--- config.mk ---
export PLATFORM = sky130hd
export DESIGN_NAME = rx_mode_ctrl
export DESIGN_NICKNAME = d
export VERILOG_FILES = /design/src/rtl/rx_mode_pkg.sv /design/src/rtl/pin_sync.sv /design/src/rtl/rx_mode_ctrl.sv
export SDC_FILE = /design/constraint.sdc
export NUM_CORES = 1
export LEC_CHECK = 0
export BUFFER_PORTS_ARGS = -buffer_cell sky130_fd_sc_hd__buf_2
export CAP_MARGIN = 20
export CORE_UTILIZATION = 53
export DETAILED_ROUTE_END_ITERATION = 12
export PLACE_DENSITY_LB_ADDON = 0.15
export SKIP_LAST_GASP = 1
export SLEW_MARGIN = 20
export SYNTH_ARGS = -nofsm -noshare
export SYNTH_HDL_FRONTEND = slang
export SYNTH_HIERARCHICAL = 1
export SYNTH_SLANG_ARGS = --single-unit
export TNS_END_PERCENT = 1
--- constraint.sdc ---
create_clock -name clock -period 5.1 [get_ports clock]
set_input_delay 0.255 -clock clock [delete_from_list [all_inputs] [get_ports clock]]
set_output_delay 0.255 -clock clock [all_outputs]
set_load 0.005 [all_outputs]
--- src/rtl/rx_mode_pkg.sv ---
// Constants, register map and mode type for the receiver mode and lock controller
// Behaviour
// - Lock high when locked in active mode
// - All digital outputs low while unlocked (code: only data, pixel clock, select status and ioProcEnable)
// - Auto mode drives both select pins as status
// - Manual mode reads both select pins as inputs
// - Auto ASI status high only on ASI lock
// - Auto video status high only on SMPTE lock
// - Manual ASI select high forces ASI mode
// - Manual ASI select low disables ASI decoding
// - Manual video select alone gives SMPTE mode
// - Manual video select low disables SMPTE processing
// - Manual mode reclocks non-compliant data too
// - Flywheel enable high turns flywheel on in SMPTE mode only
// - Flywheel off disables timing TRS checks
// - FIFO enabled sends data on read strobe
// - FIFO bypassed sends data on pixel clock
// - Pixel clock output follows 27 MHz word rate with FIFO bypassed, held low with FIFO enabled
// - Ten bit output word, bit 9 MSB
package rx_mode_pkg;

    localparam int          ADDR_W         = 8;
    localparam int          DATA_W         = 32;
    localparam int          WORD_W         = 10;
    localparam int          INT_W          = 3;
    localparam int          CNT_W          = 16;
    localparam int          SYNC_STAGES    = 3;
    localparam int          CTRL_PINS      = 5;

    localparam logic [7:0]  STATUS_OFS     = 8'h00;
    localparam logic [7:0]  INT_STATUS_OFS = 8'h04;
    localparam logic [7:0]  INT_MASK_OFS   = 8'h08;
    localparam logic [7:0]  PINS_OFS       = 8'h0C;
    localparam logic [7:0]  LOSS_CNT_OFS   = 8'h10;

    localparam int          ST_LOCKED      = 0;
    localparam int          ST_MODE_LSB    = 1;
    localparam int          ST_AUTO        = 3;
    localparam int          ST_FIFO        = 4;
    localparam int          ST_FLYWHEEL    = 5;
    localparam int          ST_IOPROC      = 6;

    localparam int          INT_LOCK_GAIN  = 0;
    localparam int          INT_LOCK_LOSS  = 1;
    localparam int          INT_MODE_CHG   = 2;
    localparam logic [2:0]  INT_MASK_RESET = 3'h0;

    localparam int          PIN_AUTO       = 0;
    localparam int          PIN_DVB        = 1;
    localparam int          PIN_VIDEO      = 2;
    localparam int          PIN_FLYWHEEL   = 3;
    localparam int          PIN_FIFO       = 4;

    localparam int          PIXEL_RATE_HZ  = 27000000;
    localparam int          CLOCK_HZ       = 40000000;

    typedef enum logic [1:0] {
        MODE_NONE,
        MODE_SMPTE,
        MODE_ASI,
        MODE_THROUGH
    } mode_t;

endpackage : rx_mode_pkg

--- src/rtl/pin_sync.sv ---
// Three-stage synchroniser that accepts a change once stages two and three agree
module pin_sync #(
    parameter int WIDTH = 5
) (
    input  wire logic             clock,
    input  wire logic             reset_n,
    input  wire logic [WIDTH-1:0] pinIn,
    output logic      [WIDTH-1:0] pinOut
);

    typedef struct packed {
        logic [WIDTH-1:0] s1;
        logic [WIDTH-1:0] s2;
        logic [WIDTH-1:0] s3;
        logic [WIDTH-1:0] value;
    } sync_t;

    sync_t st_r;
    sync_t st_nxt;

    // Stage one feeds stage two only
    always_comb begin
        st_nxt       = st_r;
        st_nxt.s1    = pinIn;
        st_nxt.s2    = st_r.s1;
        st_nxt.s3    = st_r.s2;
        st_nxt.value = (~(st_r.s2 ^ st_r.s3) & st_r.s2) | ((st_r.s2 ^ st_r.s3) & st_r.value);
    end

    always_ff @(posedge clock or negedge reset_n) begin
        if (!reset_n) begin
            st_r <= '0;
        end else begin
            st_r <= st_nxt;
        end
    end

    assign pinOut = st_r.value;

endmodule : pin_sync

--- src/rtl/rx_mode_ctrl.sv ---
// Mode selection, lock status, output gating and APB register file of the receiver
//
// Local design decisions: register access over APB and the register offsets.
module rx_mode_ctrl (
    input  wire logic        clock,
    input  wire logic        reset_n,
    // APB slave
    input  wire logic        psel,
    input  wire logic        penable,
    input  wire logic        pwrite,
    input  wire logic [7:0]  paddr,
    input  wire logic [31:0] pwdata,
    output logic      [31:0] prdata,
    output logic             pready,
    output logic             pslverr,
    output logic             irq,
    // Asynchronous control pins
    input  wire logic        autoManualSelect,
    input  wire logic        flywheelEnable,
    input  wire logic        fifoEnable,
    input  wire logic        dvbAsiIn,
    output logic             dvbAsiOut,
    output logic             dvbAsiOe,
    input  wire logic        videoPathSelectIn,
    output logic             videoPathSelectOut,
    output logic             videoPathSelectOe,
    // Lock reports from the receive engines
    input  wire logic        smpteLockIn,
    input  wire logic        asiLockIn,
    input  wire logic        reclockLockIn,
    // Word sources
    input  wire logic        pixelStrobe,
    input  wire logic [9:0]  pixelWord,
    input  wire logic        readStrobe,
    input  wire logic [9:0]  fifoWord,
    // Outputs to the engines and the parallel port
    output logic             locked,
    output logic [9:0]       dataOut,
    output logic             pixelClockOut,
    output logic             asiDecodeEnable,
    output logic             smpteDecodeEnable,
    output logic             ioProcEnable,
    output logic             flywheelOn,
    output logic             timingTrsCheck,
    output logic             fifoActive
);

    typedef struct packed {
        rx_mode_pkg::mode_t  mode;
        logic                locked;
        logic [9:0]          data;
        logic                pclk;
        logic                dvbOut;
        logic                dvbOe;
        logic                vidOut;
        logic                vidOe;
        logic                asiDec;
        logic                smpteDec;
        logic                ioProc;
        logic                flywheel;
        logic                trsCheck;
        logic                fifo;
        logic [2:0]          intStat;
        logic [2:0]          intMask;
        logic [15:0]         lossCnt;
        logic                ready;
        logic                slverr;
        logic [31:0]         rdata;
        logic                irq;
    } state_t;

    state_t     st_r;
    state_t     st_nxt;
    logic [4:0] pinsSync;
    logic       autoSync;
    logic       dvbSync;
    logic       vidSync;
    logic       flySync;
    logic       fifoSync;

    // Every control pin is resynchronised before it may switch the mode
    pin_sync #(
        .WIDTH  (rx_mode_pkg::CTRL_PINS)
    ) u_pin_sync (
        .clock  (clock),
        .reset_n(reset_n),
        .pinIn  ({fifoEnable, flywheelEnable, videoPathSelectIn, dvbAsiIn, autoManualSelect}),
        .pinOut (pinsSync)
    );

    assign autoSync = pinsSync[rx_mode_pkg::PIN_AUTO];
    assign dvbSync  = pinsSync[rx_mode_pkg::PIN_DVB];
    assign vidSync  = pinsSync[rx_mode_pkg::PIN_VIDEO];
    assign flySync  = pinsSync[rx_mode_pkg::PIN_FLYWHEEL];
    assign fifoSync = pinsSync[rx_mode_pkg::PIN_FIFO];

    function automatic logic [31:0] status_word(input state_t s);
        logic [31:0] w;
        w = '0;
        w[rx_mode_pkg::ST_LOCKED]                          = s.locked;
        w[rx_mode_pkg::ST_MODE_LSB+1:rx_mode_pkg::ST_MODE_LSB] = s.mode;
        w[rx_mode_pkg::ST_AUTO]                            = s.dvbOe;
        w[rx_mode_pkg::ST_FIFO]                            = s.fifo;
        w[rx_mode_pkg::ST_FLYWHEEL]                        = s.flywheel;
        w[rx_mode_pkg::ST_IOPROC]                          = s.ioProc;
        return w;
    endfunction : status_word

    logic       access;
    logic       doWrite;
    logic       mapped;
    logic [2:0] events;

    always_comb begin
        st_nxt = st_r;

        // Mode choice
        if (autoSync) begin
            if (asiLockIn) begin
                st_nxt.mode = rx_mode_pkg::MODE_ASI;
            end else if (smpteLockIn) begin
                st_nxt.mode = rx_mode_pkg::MODE_SMPTE;
            end else begin
                st_nxt.mode = rx_mode_pkg::MODE_NONE;
            end
        end else if (dvbSync) begin
            st_nxt.mode = rx_mode_pkg::MODE_ASI;
        end else if (vidSync) begin
            st_nxt.mode = rx_mode_pkg::MODE_SMPTE;
        end else begin
            st_nxt.mode = rx_mode_pkg::MODE_THROUGH;
        end

        unique case (st_nxt.mode)
            rx_mode_pkg::MODE_SMPTE:   st_nxt.locked = smpteLockIn;
            rx_mode_pkg::MODE_ASI:     st_nxt.locked = asiLockIn;
            rx_mode_pkg::MODE_THROUGH: st_nxt.locked = reclockLockIn;
            rx_mode_pkg::MODE_NONE:    st_nxt.locked = 1'b0;
        endcase

        // Decoder enables follow the mode: live while unlocked in manual mode, both low in auto mode until an engine locks
        st_nxt.asiDec   = (st_nxt.mode == rx_mode_pkg::MODE_ASI);
        st_nxt.smpteDec = (st_nxt.mode == rx_mode_pkg::MODE_SMPTE);
        st_nxt.ioProc   = st_nxt.smpteDec && st_nxt.locked;
        st_nxt.flywheel = flySync && st_nxt.smpteDec;
        st_nxt.trsCheck = st_nxt.flywheel;
        st_nxt.fifo     = fifoSync;

        // Select pins: status outputs in auto mode, released in manual mode
        st_nxt.dvbOe  = autoSync;
        st_nxt.vidOe  = autoSync;
        st_nxt.dvbOut = autoSync && st_nxt.locked
                        && (st_nxt.mode == rx_mode_pkg::MODE_ASI);
        st_nxt.vidOut = autoSync && st_nxt.locked
                        && (st_nxt.mode == rx_mode_pkg::MODE_SMPTE);

        // Parallel word path
        if (!st_nxt.locked) begin
            st_nxt.data = '0;
            st_nxt.pclk = 1'b0;
        end else if (fifoSync) begin
            st_nxt.pclk = 1'b0;
            if (readStrobe) begin
                st_nxt.data = fifoWord;
            end
        end else begin
            st_nxt.pclk = pixelStrobe;
            if (pixelStrobe) begin
                st_nxt.data = pixelWord;
            end
        end

        // Lock and mode events
        events = '0;
        events[rx_mode_pkg::INT_LOCK_GAIN] = st_nxt.locked && !st_r.locked;
        events[rx_mode_pkg::INT_LOCK_LOSS] = !st_nxt.locked && st_r.locked;
        events[rx_mode_pkg::INT_MODE_CHG]  = (st_nxt.mode != st_r.mode);
        if (events[rx_mode_pkg::INT_LOCK_LOSS] && (st_r.lossCnt != '1)) begin
            st_nxt.lossCnt = st_r.lossCnt + 16'h0001;
        end

        // APB: one wait state, registered answer
        access  = psel && penable && st_r.ready;
        doWrite = access && pwrite;
        mapped  = (paddr == rx_mode_pkg::STATUS_OFS) || (paddr == rx_mode_pkg::INT_STATUS_OFS)
                  || (paddr == rx_mode_pkg::INT_MASK_OFS) || (paddr == rx_mode_pkg::PINS_OFS)
                  || (paddr == rx_mode_pkg::LOSS_CNT_OFS);

        st_nxt.intStat = st_r.intStat;
        if (doWrite && (paddr == rx_mode_pkg::INT_STATUS_OFS)) begin
            st_nxt.intStat = st_r.intStat & ~pwdata[2:0];
        end
        if (doWrite && (paddr == rx_mode_pkg::INT_MASK_OFS)) begin
            st_nxt.intMask = pwdata[2:0];
        end
        // A new event beats a clear in the same cycle
        st_nxt.intStat = st_nxt.intStat | events;
        st_nxt.irq     = |(st_nxt.intStat & st_nxt.intMask);

        if (psel && penable && !st_r.ready) begin
            st_nxt.ready  = 1'b1;
            st_nxt.slverr = !mapped;
            st_nxt.rdata  = '0;
            if (!pwrite) begin
                unique case (paddr)
                    rx_mode_pkg::STATUS_OFS:     st_nxt.rdata = status_word(st_r);
                    rx_mode_pkg::INT_STATUS_OFS: st_nxt.rdata = {29'h0, st_r.intStat};
                    rx_mode_pkg::INT_MASK_OFS:   st_nxt.rdata = {29'h0, st_r.intMask};
                    rx_mode_pkg::PINS_OFS:       st_nxt.rdata = {27'h0, pinsSync};
                    rx_mode_pkg::LOSS_CNT_OFS:   st_nxt.rdata = {16'h0, st_r.lossCnt};
                    default:                     st_nxt.rdata = '0;
                endcase
            end
        end else begin
            st_nxt.ready  = 1'b0;
            st_nxt.slverr = 1'b0;
            st_nxt.rdata  = '0;
        end
    end

    always_ff @(posedge clock or negedge reset_n) begin
        if (!reset_n) begin
            st_r         <= '0;
            st_r.intMask <= rx_mode_pkg::INT_MASK_RESET;
        end else begin
            st_r <= st_nxt;
        end
    end

    assign prdata             = st_r.rdata;
    assign pready             = st_r.ready;
    assign pslverr            = st_r.slverr;
    assign irq                = st_r.irq;
    assign dvbAsiOut          = st_r.dvbOut;
    assign dvbAsiOe           = st_r.dvbOe;
    assign videoPathSelectOut = st_r.vidOut;
    assign videoPathSelectOe  = st_r.vidOe;
    assign locked             = st_r.locked;
    assign dataOut            = st_r.data;
    assign pixelClockOut      = st_r.pclk;
    assign asiDecodeEnable    = st_r.asiDec;
    assign smpteDecodeEnable  = st_r.smpteDec;
    assign ioProcEnable       = st_r.ioProc;
    assign flywheelOn         = st_r.flywheel;
    assign timingTrsCheck     = st_r.trsCheck;
    assign fifoActive         = st_r.fifo;
endmodule : rx_mode_ctrl

### Word-level counts from Yosys, hierarchy flattened

Index checks and enable logic that the tools add are counted.
W data, S select, Z words.

| storage, ports and cells | value |
|---|---|
| register bits after elaboration | 99 |
| bits in latches | 0 |
| RAM bits | 0 |
| bits in read-only memories | 0 |
| memories kept | 0 |

| operators by class | value |
|---|---|
| $add $sub $neg | 1 |
| multipliers | 0 |
| div/mod/pow operators | 0 |
| order comparisons | 0 |
| equality and inequality tests | 11 |
| shift operators | 0 |
| multiplexer cells | 15 |
| bitwise gates (word level) | 9 |
| reductions and logical operators | 26 |

Operator list:

| cell | count |
|---|---|
| $pmux W16 S5 | 1 |
| $mux W34 | 1 |
| $mux W11 | 2 |
| $mux W10 | 2 |
| $add A16 B1 Y16 const B | 1 |
| $eq A8 B4 Y1 const B | 2 |
| $mux W16 | 1 |
| $ne A16 B16 Y1 const B | 1 |
| $logic_and A1 B1 Y1 | 14 |
| $and A5 B5 Y5 | 2 |
| $eq A8 B3 Y1 const B | 1 |
| $eq A8 B5 Y1 const B | 1 |
| $logic_not A8 Y1 | 1 |
| $mux W2 | 4 |
| $and A3 B3 Y3 | 2 |
| $mux W3 | 2 |
| $not A5 Y5 | 1 |
| $or A5 B5 Y5 | 1 |
| $xor A5 B5 Y5 | 1 |
| $eq A2 B2 Y1 const B | 2 |
| $logic_not A1 Y1 | 4 |
| $logic_or A1 B1 Y1 | 4 |
| $pmux W1 S4 | 1 |
| $ne A3 B2 Y1 const B | 1 |
| 9 further kinds | 9 |

### Logic depth before layout (Yosys ltp)

Gate-level depths: netlist of the first run.

| depth | value |
|---|---|
| depth after elaboration | 10 |
| gate-level depth with buffers | 7 |
| depth with buffers taken out | 6 |

### By module

Netlist of the first run, hierarchy kept.

Modules (own cells, without submodules):

| module | times used | cells an instance | area an instance (um^2) |
|---|---|---|---|
| rx_mode_ctrl | 1 | 298 | 3124.2 |
| pin_sync | 1 | 30 | 594.3 |

### Worst setup path before layout of the first run

No wires, ideal clock.

| timing path | value |
|---|---|
| path type | register to register |
| start point | register with a tool-made name |
| end point | register st_r[36] in the netlist's numbering |
| setup time | 0.125 ns |
| data arrival time | 1.632 ns |
| setup slack | 3.343 ns |
| cell stages (with the launch flop) | 7 |
| buffers on the path | 2 |
| period minus slack after synthesis | 1.757 ns |
| cell sequence | dfrtp_1 -> buf_4 -> mux2i_1 -> a211o_2 -> o211ai_1 -> buf_2 -> mux2_2 |

RTL lines:

| item | line | text |
|---|---|---|
| end signal: assignment | rx_mode_ctrl.sv:226 | `st_r <= st_nxt;` |
| end: declaration | rx_mode_ctrl.sv:72 | `state_t st_r;` |

==> results of run 1 <==
==> state kept, by name, indices dropped and copies added (netlist names), 5 cells and up, named ones only <==
name               flops
u_pin_sync/st_nxt     10
dataOut               10
st_r                  24
prdata                16
u_pin_sync/st_r        5
==> final timing paths <==
check	slack, ps	end	from
worst min-delay path	20	u_pin_sync/st_nxt[13]	flywheelEnable
min in group asynchronous	480	pready	reset_n
worst max-delay path	2950	st_r[42]	flop
max in group asynchronous	4080	dataOut[1]	reset_n
worst max register to register	2950	st_r[42]	flop
worst min register to register	350	u_pin_sync/st_nxt[7]	u_pin_sync/st_nxt[12]
==> power by group <==
| part | internal (mW) | switching, mW |
|---|---|---|
| clock network | 0.235 | 0.248 |
| logic | 0.0967 | 0.100 |
| registers | 0.715 | 0.0611 |
==> stage by stage <==
stage	hold slack (ps)	utilization	area, um^2	instances
3_3_place_gp	333.6	0.5781	3928	468
3_5_place_dp	338.9	0.5781	3928	468
5_1_grt	1.018	0.6166	4189	489
4_1_cts	1.524	0.6116	4155	486
2_1_floorplan	-40.59	-	3775	343
6_report	18.73	0.6166	4189	489
==> logic make-up (layout without fill, tap and decap cells) <==
group | Yosys count | in the layout | synth area share
other | 1 | 16 | 0.001008
XOR/XNOR | 15 | 15 | 0.03533
flip-flops | 83 | 83 | 0.5585
buffers and inverters | 63 | 113 | 0.1137
adder cells (fa/ha/maj) | 6 | 6 | 0.01850
AND/OR/NAND/NOR | 112 | 112 | 0.1548
multiplexers | 21 | 21 | 0.06830
AO/OA/AOI/OAI | 27 | 27 | 0.04980
==> metal layers <==
layer / share of wire / vias up / GRT usage
li1: - / 1169 / -
met1: 0.47 / 1153 / 0.2553
met2: 0.46 / 77 / 0.3011
met3: 0.056 / 11 / 0.05101
met4: 0.020 / 0 / 0.08788
met5: 0 / - / 0
==> placed cells by master, fill, tap and decap left out, types with 3 or more instances in the layout <==
cell type	count
a211oi_1	10
a22oi_1	3
a31oi_1	4
and2_1	13
and4_1	4
buf_2	85
clkbuf_8	9
conb_1	16
dfrtp_1	83
dlygate4sd3_1	5
inv_1	5
maj3_2	5
mux2_2	5
mux2i_1	13
mux4_2	3
nand2_1	24
nand3_1	11
nand4_1	4
nor2_1	31
nor2b_1	8
nor3_1	4
nor4_1	4
o21ai_0	5
xnor2_1	5
xor2_1	10
==> layout make-up <==
| type | instances | area (um^2) |
|---|---|---|
| Clock buffer | 9 | 123.9 |
| Tap cell | 96 | 120.1 |
| Clock inverter | 7 | 83.83 |
| Multi-Input combinational cell | 197 | 1275 |
| Inverter | 6 | 22.52 |
| Sequential cell | 83 | 2077 |
| Fill cell | 558 | 2605 |
| Timing Repair Buffer | 91 | 486.7 |
==> critical path: cells and delay by family (launching register included) <==
| kind | cells | cell delay (ps) |
|---|---|---|
| flip-flops | 1 | 520 |
| XOR/XNOR | 1 | 170 |
| AO/OA/AOI/OAI | 2 | 770 |
| AND/OR/NAND/NOR | 2 | 610 |
==> repair_timing <==
action,CTS,global route
gates resized for setup,0,0
endpoints found under the hold margin,2,30
hold buffers,2,3
setup buffers,0,0
==> results_tabular.tex, run 1 <==
\begin{tabular}{lr}
\hline
Metric & Value \\
\hline
\multicolumn{2}{l}{\textbf{Synth}} \\
\quad Synth Warn \# & 6 \\
\quad Post-synth cell types & 41 \\
\quad Leading area contributor after synthesis & dfrtp\_1 \\
\quad Synthesized area divided by synthesized cell count & 11.34 um\^{}2 \\
\quad Most area-consuming cells after synthesis & dfrtp\_1 56\%, buf\_4 9.9\%, mux2i\_1 3.5\%, nor2\_1 3.1\%, nand2\_1 2.4\% \\
\quad Post-Syn Area & 0.003719 mm\^{}2 \\
\quad Prevailing post-synth register cell & dfrtp\_1 \\
\quad Top-area cell type share of the netlist area & 0.5585 \\
\quad Cell with the most instances after synthesis & dfrtp\_1 \\
\quad Share of async-settable or async-resettable flops after synthesis & 1.000 \\
\quad Post-synthesis instance total & 328 \\
\quad Top cells by count, synth & 83 x dfrtp\_1, 49 x buf\_4, 31 x nor2\_1 \\
\quad Number of enable-type register cells in the synthesized netlist & 0 \\
\quad Synthesis-stage register bit count & 83 \\
\quad Seq/Total Area, Yosys & 0.5585 \\
\multicolumn{2}{l}{\textbf{STA}} \\
\quad Top achievable clock speed & 0.4661 GHz \\
\quad RSZ-0062 raised after global routing & false \\
\quad Worst max-slew margin expressed relative to the limit & 0.4081 \\
\quad Setup Viol. Count Final & 0 \\
\quad Final period demand of the worst path & 2145 ps \\
\quad Sum of negative setup slack & 0 ps \\
\quad Fraction of the cycle the final worst path needs & 0.4207 \\
\quad Clock skew & 8.739 ps \\
\quad Final Hold Vio Count & 0 \\
\quad Number of pins exceeding their max-slew limit in the final report & 0 \\
\quad Transition time at the pin with the least slew margin & 884.0 ps \\
\quad Smallest setup slack after layout & 2955 ps \\
\multicolumn{2}{l}{\textbf{Worst setup path}} \\
\quad Max stage delay cell, worst path & dfrtp\_1 \\
\quad Kind of critical path & flop to flop \\
\quad Cell count of the worst reg-to-reg path & 5 \\
\quad Critical path startpoint category & flop \\
\quad CP Data Arrival Time & 2420 ps \\
\quad Crit. End Element & flop \\
\quad Slowest cell delay on critical path & 520 ps \\
\quad Worst Path Max Fanout & 15 \\
\quad Sequence of cells on the critical path & nor3b\_2 -> a211o\_2 -> o211ai\_1 -> nor4\_1 -> xor2\_1 \\
\quad Critical path required time & 5370 ps \\
\multicolumn{2}{l}{\textbf{Power}} \\
\quad Maximum vdd ir drop & 0.2109 mV \\
\quad Power density normalized to cell area & 347.7 mW/mm\^{}2 \\
\quad LEAKAGE & 2.101 nW \\
\quad Tot Pwr & 1.456 mW \\
\multicolumn{2}{l}{\textbf{Global routing}} \\
\quad Vias in the first global route & 2,326 \\
\quad Congestion Overflow GR & 0 \\
\quad Global-route wire length before repair & 10,810 um \\
\quad Global router's overall resource usage & 0.1931 \\
\quad Maximum number of pins on one net before global-route repair & 84 \\
\quad Number of antenna violations at the first check in global routing & 0 \\
\multicolumn{2}{l}{\textbf{CTS}} \\
\quad Worst skew pair latency & 350 ps \\
\quad Clk sink count & 83 \\
\quad Maximum number of buffers from clock root to sink & 2 \\
\quad Clock-pin slew reported for the worst setup and hold paths after clock tree synthesis & 90 ps \\
\quad Clock tree from TritonCTS & built \\
\quad Cell chosen for the clock root & clkbuf\_8 \\
\quad CTS buffer count & 9 \\
\quad H-tree lvl count & 3 \\
\multicolumn{2}{l}{\textbf{Drt}} \\
\quad Iteration-0 DRC Markers & 93 \\
\quad Remaining routing DRC violations & 0 \\
\quad Average wire per cell in the routed design & 12.73 um \\
\quad Detailed Route WL & 6227 um \\
\quad Ratio of routed vias to standard cells & 4.928 \\
\quad Length of the first detailed-routing pass in iterations & 4 \\
\quad Vias post-DR & 2,410 \\
\quad Remaining number of nets flagged by the antenna check after routing & 0 \\
\multicolumn{2}{l}{\textbf{Layout}} \\
\quad Number of inserted diodes & 0 \\
\quad Final nets & 464 \\
\quad Share of final-layout standard cells stronger than drive strength 1 & 0.3053 \\
\quad Area growth from synthesis to final layout & 12.65\% \\
\multicolumn{2}{l}{\textbf{Worst hold path}} \\
\quad Worst hold stages & 1 \\
\quad Type of the worst min-delay path & input pin to flop \\
\multicolumn{2}{l}{\textbf{Floorplanning}} \\
\quad Horizontal extent of the die & 85.76 um \\
\quad Ports & 132 \\
\quad Die Area & 0.007355 mm\^{}2 \\
\quad Height of the die & 85.76 um \\
\quad Core Box Area & 0.006794 mm\^{}2 \\
\quad Starting density of the core & 0.5473 \\
\quad Number of rows created at floorplan & 30 \\
\multicolumn{2}{l}{\textbf{Outcome}} \\
\quad Run status & complete, no violations \\
\multicolumn{2}{l}{\textbf{Placed design}} \\
\quad Placer Congestion & 0.8162 \\
\quad Count of buffers inserted at the top-level ports & 86 \\
\quad Worst slack at placement & 2961 ps \\
\quad Final HPWL from detailed placement & 4386 um \\
\multicolumn{2}{l}{\textbf{Flow run}} \\
\quad Number of max-cap violations & 0 \\
\hline
\end{tabular}
Note: power is estimated with default switching activity, not from simulation.
==> run 2, diff against run 1 <==
--- a/config.mk
+++ b/config.mk
@@ -5,9 +5,10 @@
 export SDC_FILE = /design/constraint.sdc
 export NUM_CORES = 1
 export LEC_CHECK = 0
+export ABC_AREA = 1
 export BUFFER_PORTS_ARGS = -buffer_cell sky130_fd_sc_hd__buf_2
 export CAP_MARGIN = 20
-export CORE_UTILIZATION = 53
+export CORE_UTILIZATION = 51
 export DETAILED_ROUTE_END_ITERATION = 12
 export PLACE_DENSITY_LB_ADDON = 0.15
 export SKIP_LAST_GASP = 1
==> constraint.sdc (replaced) <==
create_clock -name clock -period 2 [get_ports clock]
set_input_delay 0.1 -clock clock [delete_from_list [all_inputs] [get_ports clock]]
set_output_delay 0.1 -clock clock [all_outputs]
set_load 0.005 [all_outputs]
==> run 2 against run 1 <==
- global-route usage rose by 0.97 points
- first-iteration DRC count rose by 62%
- die area rose by 11%
- sequential power rose by 150%
- largest power group unchanged
- largest cell class unchanged
- register-to-register slack got worse by 2700 ps
- combinational power rose to 2.8 times the previous value
- cell count rose by 32%
==> results_tabular.tex, run 2 <==
\begin{tabular}{lr}
\hline
Metric & Value \\
\hline
\multicolumn{2}{l}{\textbf{Outcome}} \\
\quad Run status & complete, no violations \\
\multicolumn{2}{l}{\textbf{CTS}} \\
\quad Clk sink count & 83 (unchanged) \\
\quad Setup Buffers After CTS & 0 (unchanged) \\
\quad Worst skew pair latency & 360 ps (about the same) \\
\quad Maximum number of buffers from clock root to sink & 2 (unchanged) \\
\quad CTS buffer count & 9 (unchanged) \\
\quad Clock tree from TritonCTS & built \\
\quad Clock-pin slew reported for the worst setup and hold paths after clock tree synthesis & 90 ps (about the same) \\
\quad Cell chosen for the clock root & clkbuf\_8 \\
\quad H-tree lvl count & 3 (unchanged) \\
\multicolumn{2}{l}{\textbf{Flow run}} \\
\quad Number of max-cap violations & 0 (unchanged) \\
\multicolumn{2}{l}{\textbf{Drt}} \\
\quad Length of the first detailed-routing pass in iterations & 4 (unchanged) \\
\quad Detailed Route WL & 7797 um (+25\%) \\
\quad Iteration-0 DRC Markers & 151 (+62\%) \\
\quad Average wire per cell in the routed design & 12.07 um (-5.2\%) \\
\quad Ratio of routed vias to standard cells & 4.802 (-2.6\%) \\
\quad Remaining number of nets flagged by the antenna check after routing & 0 (unchanged) \\
\quad Vias post-DR & 3,102 (+29\%) \\
\quad Remaining routing DRC violations & 0 (unchanged) \\
\multicolumn{2}{l}{\textbf{Worst setup path}} \\
\quad Slowest cell delay on critical path & 550 ps (+30 ps) \\
\quad Critical Path End & prdata[11] \\
\quad R2R Setup Slk & 260 ps (-2690 ps) \\
\quad CP startpoint & penable \\
\quad Critical R2R Capture & st\_r[35] \\
\quad Number of buffers and inverters on the critical path & 5 (+5) \\
\quad Cell count of the worst reg-to-reg path & 10 (+5) \\
\quad Cell type group with the largest total delay on the critical path & buffers and inverters \\
\quad Critical path startpoint category & input pin \\
\quad CP Data Arrival Time & 2050 ps (-370 ps) \\
\quad Crit. End Element & flop \\
\quad Levels on crit path & 9 (+4) \\
\quad Max stage delay cell, worst path & dlygate4sd3\_1 \\
\quad Kind of critical path & input pin to flop \\
\quad Worst Path Max Fanout & 12 (-3) \\
\quad Sequence of cells on the critical path & dlygate4sd3\_1 -> buf\_2 -> nand2\_1 -> dlygate4sd3\_1 -> nor2\_1 -> inv\_1 -> nor2\_1 -> inv\_1 -> nor3\_1 \\
\quad Critical path required time & 2270 ps (-3100 ps) \\
\multicolumn{2}{l}{\textbf{Synth}} \\
\quad Leading area contributor after synthesis & dfrtp\_1 \\
\quad Post-Syn Area & 0.003995 mm\^{}2 (+7.4\%) \\
\quad Top cells by count, synth & 120 x nand2\_1, 83 x dfrtp\_1, 49 x buf\_4 \\
\quad Synthesis-stage register bit count & 83 (unchanged) \\
\quad Cell with the most instances after synthesis & nand2\_1 \\
\quad Post-synthesis instance total & 467 (+42\%) \\
\quad Most area-consuming cells after synthesis & dfrtp\_1 52\%, nand2\_1 11\%, buf\_4 9.2\%, nand3\_1 5.9\%, inv\_1 4.1\% \\
\quad Post-synth cell types & 27 (-34\%) \\
\quad Number of enable-type register cells in the synthesized netlist & 0 (unchanged) \\
\quad Synth Warn \# & 6 (unchanged) \\
\quad Top-area cell type share of the netlist area & 0.5199 (-0.03866) \\
\quad Seq/Total Area, Yosys & 0.5199 (-0.03866) \\
\quad Share of async-settable or async-resettable flops after synthesis & 1.000 (unchanged) \\
\quad Synthesized area divided by synthesized cell count & 8.555 um\^{}2 (-25\%) \\
\quad Prevailing post-synth register cell & dfrtp\_1 \\
\multicolumn{2}{l}{\textbf{STA}} \\
\quad Number of pins exceeding their max-slew limit in the final report & 0 (unchanged) \\
\quad Clock skew & 6.774 ps (-1.966 ps) \\
\quad Top achievable clock speed & 0.5617 GHz \\
\quad RSZ-0062 raised after global routing & true \\
\quad Final Hold Slack & 34.46 ps (+15.73 ps) \\
\quad Fraction of the cycle the final worst path needs & 0.8902 \\
\quad Final Hold Vio Count & 0 (unchanged) \\
\quad Setup Viol. Count Final & 0 (unchanged) \\
\quad Final period demand of the worst path & 1780 ps \\
\multicolumn{2}{l}{\textbf{Power}} \\
\quad LEAKAGE & 2.488 nW (+18\%) \\
\quad Switching Fraction & 0.2712 (-0.01019) \\
\quad Clock power frac & 0.373 (+0.041) \\
\quad Relative contribution of sequential cells to total power & 0.487 (-0.046) \\
\quad Maximum vdd ir drop & 0.5338 mV (+150\%) \\
\quad Internal power & 2.864 mW (+170\%) \\
\quad Tot Pwr & 3.929 mW (+170\%) \\
\quad Power density normalized to cell area & 847.3 mW/mm\^{}2 (+140\%) \\
\quad Net switching component of the power & 1.065 mW (+160\%) \\
\quad Comb power frac & 0.141 (+0.006) \\
\multicolumn{2}{l}{\textbf{Layout}} \\
\quad Summed area of non-filler cells in the final layout & 0.004637 mm\^{}2 (+11\%) \\
\quad Area growth from synthesis to final layout & 16.07\% \\
\quad Max FFs per register & 24 (unchanged) \\
\quad Number of inserted diodes & 0 (unchanged) \\
\quad Final nets & 618 (+33\%) \\
\quad Commonest cells after routing, fill and taps aside & 120 x nand2\_1, 85 x buf\_2, 83 x dfrtp\_1, 47 x nand3\_1, 44 x inv\_1 \\
\quad Commonest non-fill, non-tap cell in the layout & nand2\_1 \\
\quad Share of final-layout standard cells stronger than drive strength 1 & 0.2303 (-0.07500) \\
\quad Biggest register & st\_r \\
\multicolumn{2}{l}{\textbf{Placed design}} \\
\quad Placer Congestion & 0.8788 (+7.7\%) \\
\quad Final HPWL from detailed placement & 5690 um (+30\%) \\
\quad Count of buffers inserted at the top-level ports & 86 (unchanged) \\
\quad Post-detailed-placement cell area & 0.004297 mm\^{}2 (+9.4\%) \\
\multicolumn{2}{l}{\textbf{Global routing}} \\
\quad Number of antenna violations at the first check in global routing & 0 (unchanged) \\
\quad Maximum number of pins on one net before global-route repair & 38 (-55\%) \\
\quad Congestion Overflow GR & 0 (unchanged) \\
\quad Global router's overall resource usage & 0.2028 (+0.009712) \\
\quad Vias in the first global route & 2,996 (+29\%) \\
\quad Global-route wire length before repair & 13,340 um (+23\%) \\
\multicolumn{2}{l}{\textbf{Worst hold path}} \\
\quad Type of the worst min-delay path & input pin to flop \\
\multicolumn{2}{l}{\textbf{Floorplanning}} \\
\quad Starting density of the core & 0.5393 (-0.008063) \\
\quad Core Box Area & 0.007408 mm\^{}2 (+9.0\%) \\
\quad Horizontal extent of the die & 90.51 um (+5.5\%) \\
\quad Ports & 132 (unchanged) \\
\quad Die Area & 0.008191 mm\^{}2 (+11\%) \\
\quad Number of rows created at floorplan & 31 (+3.3\%) \\
\quad Height of the die & 90.51 um (+5.5\%) \\
\hline
\end{tabular}
-- run 2: cells by family after synthesis --
logic type / count (synthesis) / synth area share
AND/OR/NAND/NOR: 235 / 0.2587
buffers and inverters: 103 / 0.1459
flip-flops: 83 / 0.5199
AO/OA/AOI/OAI: 30 / 0.04071
XOR/XNOR: 14 / 0.03069
adder cells (fa/ha/maj): 1 / 0.003131
other: 1 / 0.0009387
-- run 2: worst reg2reg max path, stage by stage (launching register included) --
cell	delay, ps
dfrtp_1	430
nor2_1	190
inv_1	80
nand2_1	60
nand2_1	60
nand2_1	70
nand3_1	120
inv_2	280
nand2_4	190
nand2_1	100
nand2_1	50
-- run 2: stage by stage --
stage,setup TNS [ps],utilization,setup WS (ps),instances
global route,-12.78,0.6259,-12.78,646
CTS,0,0.6254,176.8,646
floorplan,0,-,382.9,482
finish,0,0.6259,219.6,646
detailed placement,0,0.5800,217.4,621
global placement,0,0.5800,238.0,621
-- run 2: power groups by stage --
stage               clock network (mW)  logic, mW  registers, mW
floorplan                            0      0.408           1.92
global placement                     0      0.528           1.94
global route                      1.56      0.639           1.93
finish                            1.46      0.553           1.91
detailed placement                   0      0.545           1.94
CTS                               1.50      0.561           1.91
-- run 2: worst min-delay path by stage --
stage,from,endpoint,slack [ps],cells past startpoint
3_3_place_gp,reset_n,pready,90,1
2_1_floorplan,reset_n,asiDecodeEnable,-200,0
6_report,pwdata[2],st_r[53],30,3
3_5_place_dp,reset_n,pready,90,1
4_1_cts,pwdata[2],st_r[53],7,3
5_1_grt,smpteLockIn,videoPathSelectOut,20,3
-- run 2: timing repair --
| item | 4_1_cts | 5_1_grt |
|---|---|---|
| setup endpoints to repair | 0 | 17 |
| gates resized for setup | 0 | 1 |
| hold endpoints to repair | 42 | 0 |
| hold buffers | 9 | 0 |
-- run 2: final cells by class --
class	count	area (um^2)
multi-input combinational	296	1395
tap	99	123.9
clock inverter	7	122.6
clock buffer	9	123.9
sequential	83	2077
inverter	45	168.9
fill	635	2771
timing repair buffer	107	625.6
-- run 2: metal layers --
layer  track usage  part of all wire
met4       0.09409             0.020
met2        0.3245              0.46
met3       0.04293             0.051
met5             0                 0
met1        0.2638              0.47
==> run 3, diff against run 2 <==
==> constraint.sdc (replaced) <==
create_clock -name clock -period 1.95 [get_ports clock]
set_input_delay 0.0975 -clock clock [delete_from_list [all_inputs] [get_ports clock]]
set_output_delay 0.0975 -clock clock [all_outputs]
set_load 0.005 [all_outputs]
==> run 3 against run 2 <==
- register-to-register slack got worse by 80 ps
- hold slack worse by 16 ps
- power shrank 3.0%
- clock-buffer cell count unchanged
- routed wire length rose by 0.77%
- clock power is 12% lower
- flip-flop and latch count unchanged
- setup slack got worse by 43 ps
- largest cell class unchanged
==> results_tabular.tex, run 3 (same netlist as run 2, synthesis figures left out) <==
\begin{tabular}{lr}
\hline
Metric & Value \\
\hline
\multicolumn{2}{l}{\textbf{Floorplanning}} \\
\quad Height of the die & 90.51 um (unchanged) \\
\quad Core Box Area & 0.007408 mm\^{}2 (unchanged) \\
\quad Horizontal extent of the die & 90.51 um (unchanged) \\
\quad Number of rows created at floorplan & 31 (unchanged) \\
\quad Die Area & 0.008191 mm\^{}2 (unchanged) \\
\quad Ports & 132 (unchanged) \\
\quad Starting density of the core & 0.5393 (unchanged) \\
\multicolumn{2}{l}{\textbf{STA}} \\
\quad Clock skew & 11.05 ps (+4.273 ps) \\
\quad Number of pins exceeding their max-slew limit in the final report & 0 (unchanged) \\
\quad Final period demand of the worst path & 1774 ps \\
\quad Final Hold Vio Count & 0 (unchanged) \\
\quad Fraction of the cycle the final worst path needs & 0.9095 \\
\quad Setup Viol. Count Final & 0 (unchanged) \\
\quad RSZ-0062 raised after global routing & true \\
\quad Top achievable clock speed & 0.5639 GHz \\
\multicolumn{2}{l}{\textbf{Global routing}} \\
\quad Global-route wire length before repair & 13,600 um (+1.9\%) \\
\quad Global router's overall resource usage & 0.2079 (+0.005089) \\
\quad Congestion Overflow GR & 0 (unchanged) \\
\quad Maximum number of pins on one net before global-route repair & 47 (+24\%) \\
\quad Number of antenna violations at the first check in global routing & 0 (unchanged) \\
\quad Vias in the first global route & 3,045 (+1.6\%) \\
\multicolumn{2}{l}{\textbf{CTS}} \\
\quad Clk sink count & 83 (unchanged) \\
\quad Clock-pin slew reported for the worst setup and hold paths after clock tree synthesis & 90 ps (about the same) \\
\quad H-tree lvl count & 3 (unchanged) \\
\quad Maximum number of buffers from clock root to sink & 2 (unchanged) \\
\quad Clock tree from TritonCTS & built \\
\quad Worst skew pair latency & 360 ps (about the same) \\
\quad CTS buffer count & 9 (unchanged) \\
\quad Cell chosen for the clock root & clkbuf\_8 \\
\multicolumn{2}{l}{\textbf{Worst setup path}} \\
\quad Slowest cell delay on critical path & 410 ps (-140 ps) \\
\quad Worst Path Max Fanout & 8 (-4) \\
\quad Kind of critical path & flop to flop \\
\quad Crit. End Element & flop \\
\quad CP startpoint & st\_r[36] \\
\quad Critical path required time & 2200 ps (-70 ps) \\
\quad Critical path startpoint category & flop \\
\quad Sequence of cells on the critical path & ha\_1 -> nand2\_1 -> nor3\_4 -> nand2\_2 -> nor2\_4 -> nand4\_4 -> buf\_4 -> nand3\_1 -> nand2\_1 \\
\quad CP Data Arrival Time & 2020 ps (-30 ps) \\
\quad Startpoint of the worst register-to-register path & st\_r[36] \\
\quad Number of buffers and inverters on the critical path & 1 (-4) \\
\quad Cell type group with the largest total delay on the critical path & simple AND/OR/NAND/NOR gates \\
\quad Max stage delay cell, worst path & dfrtp\_1 \\
\quad Critical Path Most Common Cell & nand2\_1 \\
\multicolumn{2}{l}{\textbf{Power}} \\
\quad LEAKAGE & 2.471 nW (-0.69\%) \\
\quad Power density normalized to cell area & 828.8 mW/mm\^{}2 (-2.2\%) \\
\quad Maximum vdd ir drop & 0.5826 mV (+9.1\%) \\
\quad Tot Pwr & 3.812 mW (-3.0\%) \\
\multicolumn{2}{l}{\textbf{Layout}} \\
\quad Max FFs per register & 24 (unchanged) \\
\quad Area growth from synthesis to final layout & 15.13\% \\
\quad Filler cell count & 654 (+3.0\%) \\
\quad Commonest non-fill, non-tap cell in the layout & nand2\_1 \\
\quad Share of final-layout standard cells stronger than drive strength 1 & 0.2289 (-0.001410) \\
\quad Filler-free cell count of the finished design & 645 (-0.15\%) \\
\quad Biggest register & st\_r \\
\quad Commonest cells after routing, fill and taps aside & 120 x nand2\_1, 85 x buf\_2, 83 x dfrtp\_1, 47 x nand3\_1, 44 x inv\_1 \\
\quad Final nets & 617 (-0.16\%) \\
\quad Number of inserted diodes & 0 (unchanged) \\
\multicolumn{2}{l}{\textbf{Worst hold path}} \\
\quad Type of the worst min-delay path & input pin to flop \\
\quad Startpoint of the tightest hold check path & smpteLockIn \\
\multicolumn{2}{l}{\textbf{Placed design}} \\
\quad Count of buffers inserted at the top-level ports & 86 (unchanged) \\
\quad Placer Congestion & 0.8973 (+2.1\%) \\
\quad \# placed instances & 620 (-0.16\%) \\
\quad Final HPWL from detailed placement & 5666 um (-0.43\%) \\
\multicolumn{2}{l}{\textbf{Drt}} \\
\quad Remaining routing DRC violations & 0 (unchanged) \\
\quad Vias post-DR & 3,110 (+0.26\%) \\
\quad Length of the first detailed-routing pass in iterations & 4 (unchanged) \\
\quad Ratio of routed vias to standard cells & 4.822 (+0.41\%) \\
\quad Iteration-0 DRC Markers & 164 (+8.6\%) \\
\quad Remaining number of nets flagged by the antenna check after routing & 0 (unchanged) \\
\quad Detailed Route WL & 7857 um (+0.77\%) \\
\quad Average wire per cell in the routed design & 12.18 um (+0.93\%) \\
\multicolumn{2}{l}{\textbf{Outcome}} \\
\quad Run status & complete, no violations \\
\multicolumn{2}{l}{\textbf{Flow run}} \\
\quad Number of max-cap violations & 0 (unchanged) \\
\hline
\end{tabular}
[run 3: cell count changes in the layout (fill, tap and decap cells not counted)]
| cell | delta |
|---|---|
| buf_4 | -1 |
| bufinv_16 | -2 |
| clkinv_4 | +2 |
| clkinvlp_4 | -1 |
| inv_8 | +1 |
| nand2_4 | -1 |
| nand2_8 | +1 |
[run 3: power by group]
part | switching (mW) | internal (mW) | total [mW]
Clock | 0.666 | 0.614 | 1.28
Sequential | 0.109 | 1.85 | 1.96
Combinational | 0.343 | 0.227 | 0.570
Total | 1.12 | 2.69 | 3.81
[run 3: final timing paths]
kind / endpoint / slack [ps] / cells after the start
setup / recovery: st_r[35] / 180 / 9
hold / removal: videoPathSelectOut / 20 / 3
setup reg to reg: st_r[35] / 180 / 9
hold reg to reg: u_pin_sync/st_nxt[9] / 350 / 0
max in group asynchronous: u_pin_sync/st_nxt[9] / 1100 / 3
min in group asynchronous: u_pin_sync/st_r[8] / 230 / 2
[run 3: what timing repair did]
action                                  in CTS  in global routing
setup buffers                                0                  0
endpoints found under the hold margin       44                  0
endpoints found under the setup margin       0                 17
resized for setup                            0                  2
hold buffers                                 9                  0
[run 3: final cells by class]
class / instances / area [um^2] / area share
Clock buffer: 9 / 123.9 / 0.02693
Timing Repair Buffer: 106 / 618.1 / 0.1344
Tap cell: 99 / 123.9 / 0.02693
Inverter: 45 / 168.9 / 0.03672
Multi-Input combinational cell: 296 / 1404 / 0.3052
Sequential cell: 83 / 2077 / 0.4516
Clock inverter: 7 / 83.83 / 0.01823
[run 3: metal layers]
layer / up-vias / wire (um) / track usage
li1: 1566 / - / -
met1: 1433 / 3685 / 0.2755
met2: 101 / 3628 / 0.3359
met3: 10 / 389 / 0.04377
met4: 0 / 153 / 0.07796
met5: - / 0 / 0
[run 3: worst min-delay path, cell delays in order]
cell,delay [ps]
buf_2,90
nand3_1,90
inv_1,70
[run 3: metrics by stage]
step	instance area (um^2)	worst slack [ps]	hold slack, ps	util	setup TNS (ps)
6_report	4599	176.5	18.93	0.6208	0
5_1_grt	4599	-4.723	19.09	0.6208	-4.723
4_1_cts	4587	113.7	0.1747	0.6192	0
3_5_place_dp	4289	137.1	93.25	0.5790	0
3_3_place_gp	4289	221.4	93.11	0.5790	0
2_1_floorplan	4051	332.9	-198.1	-	0
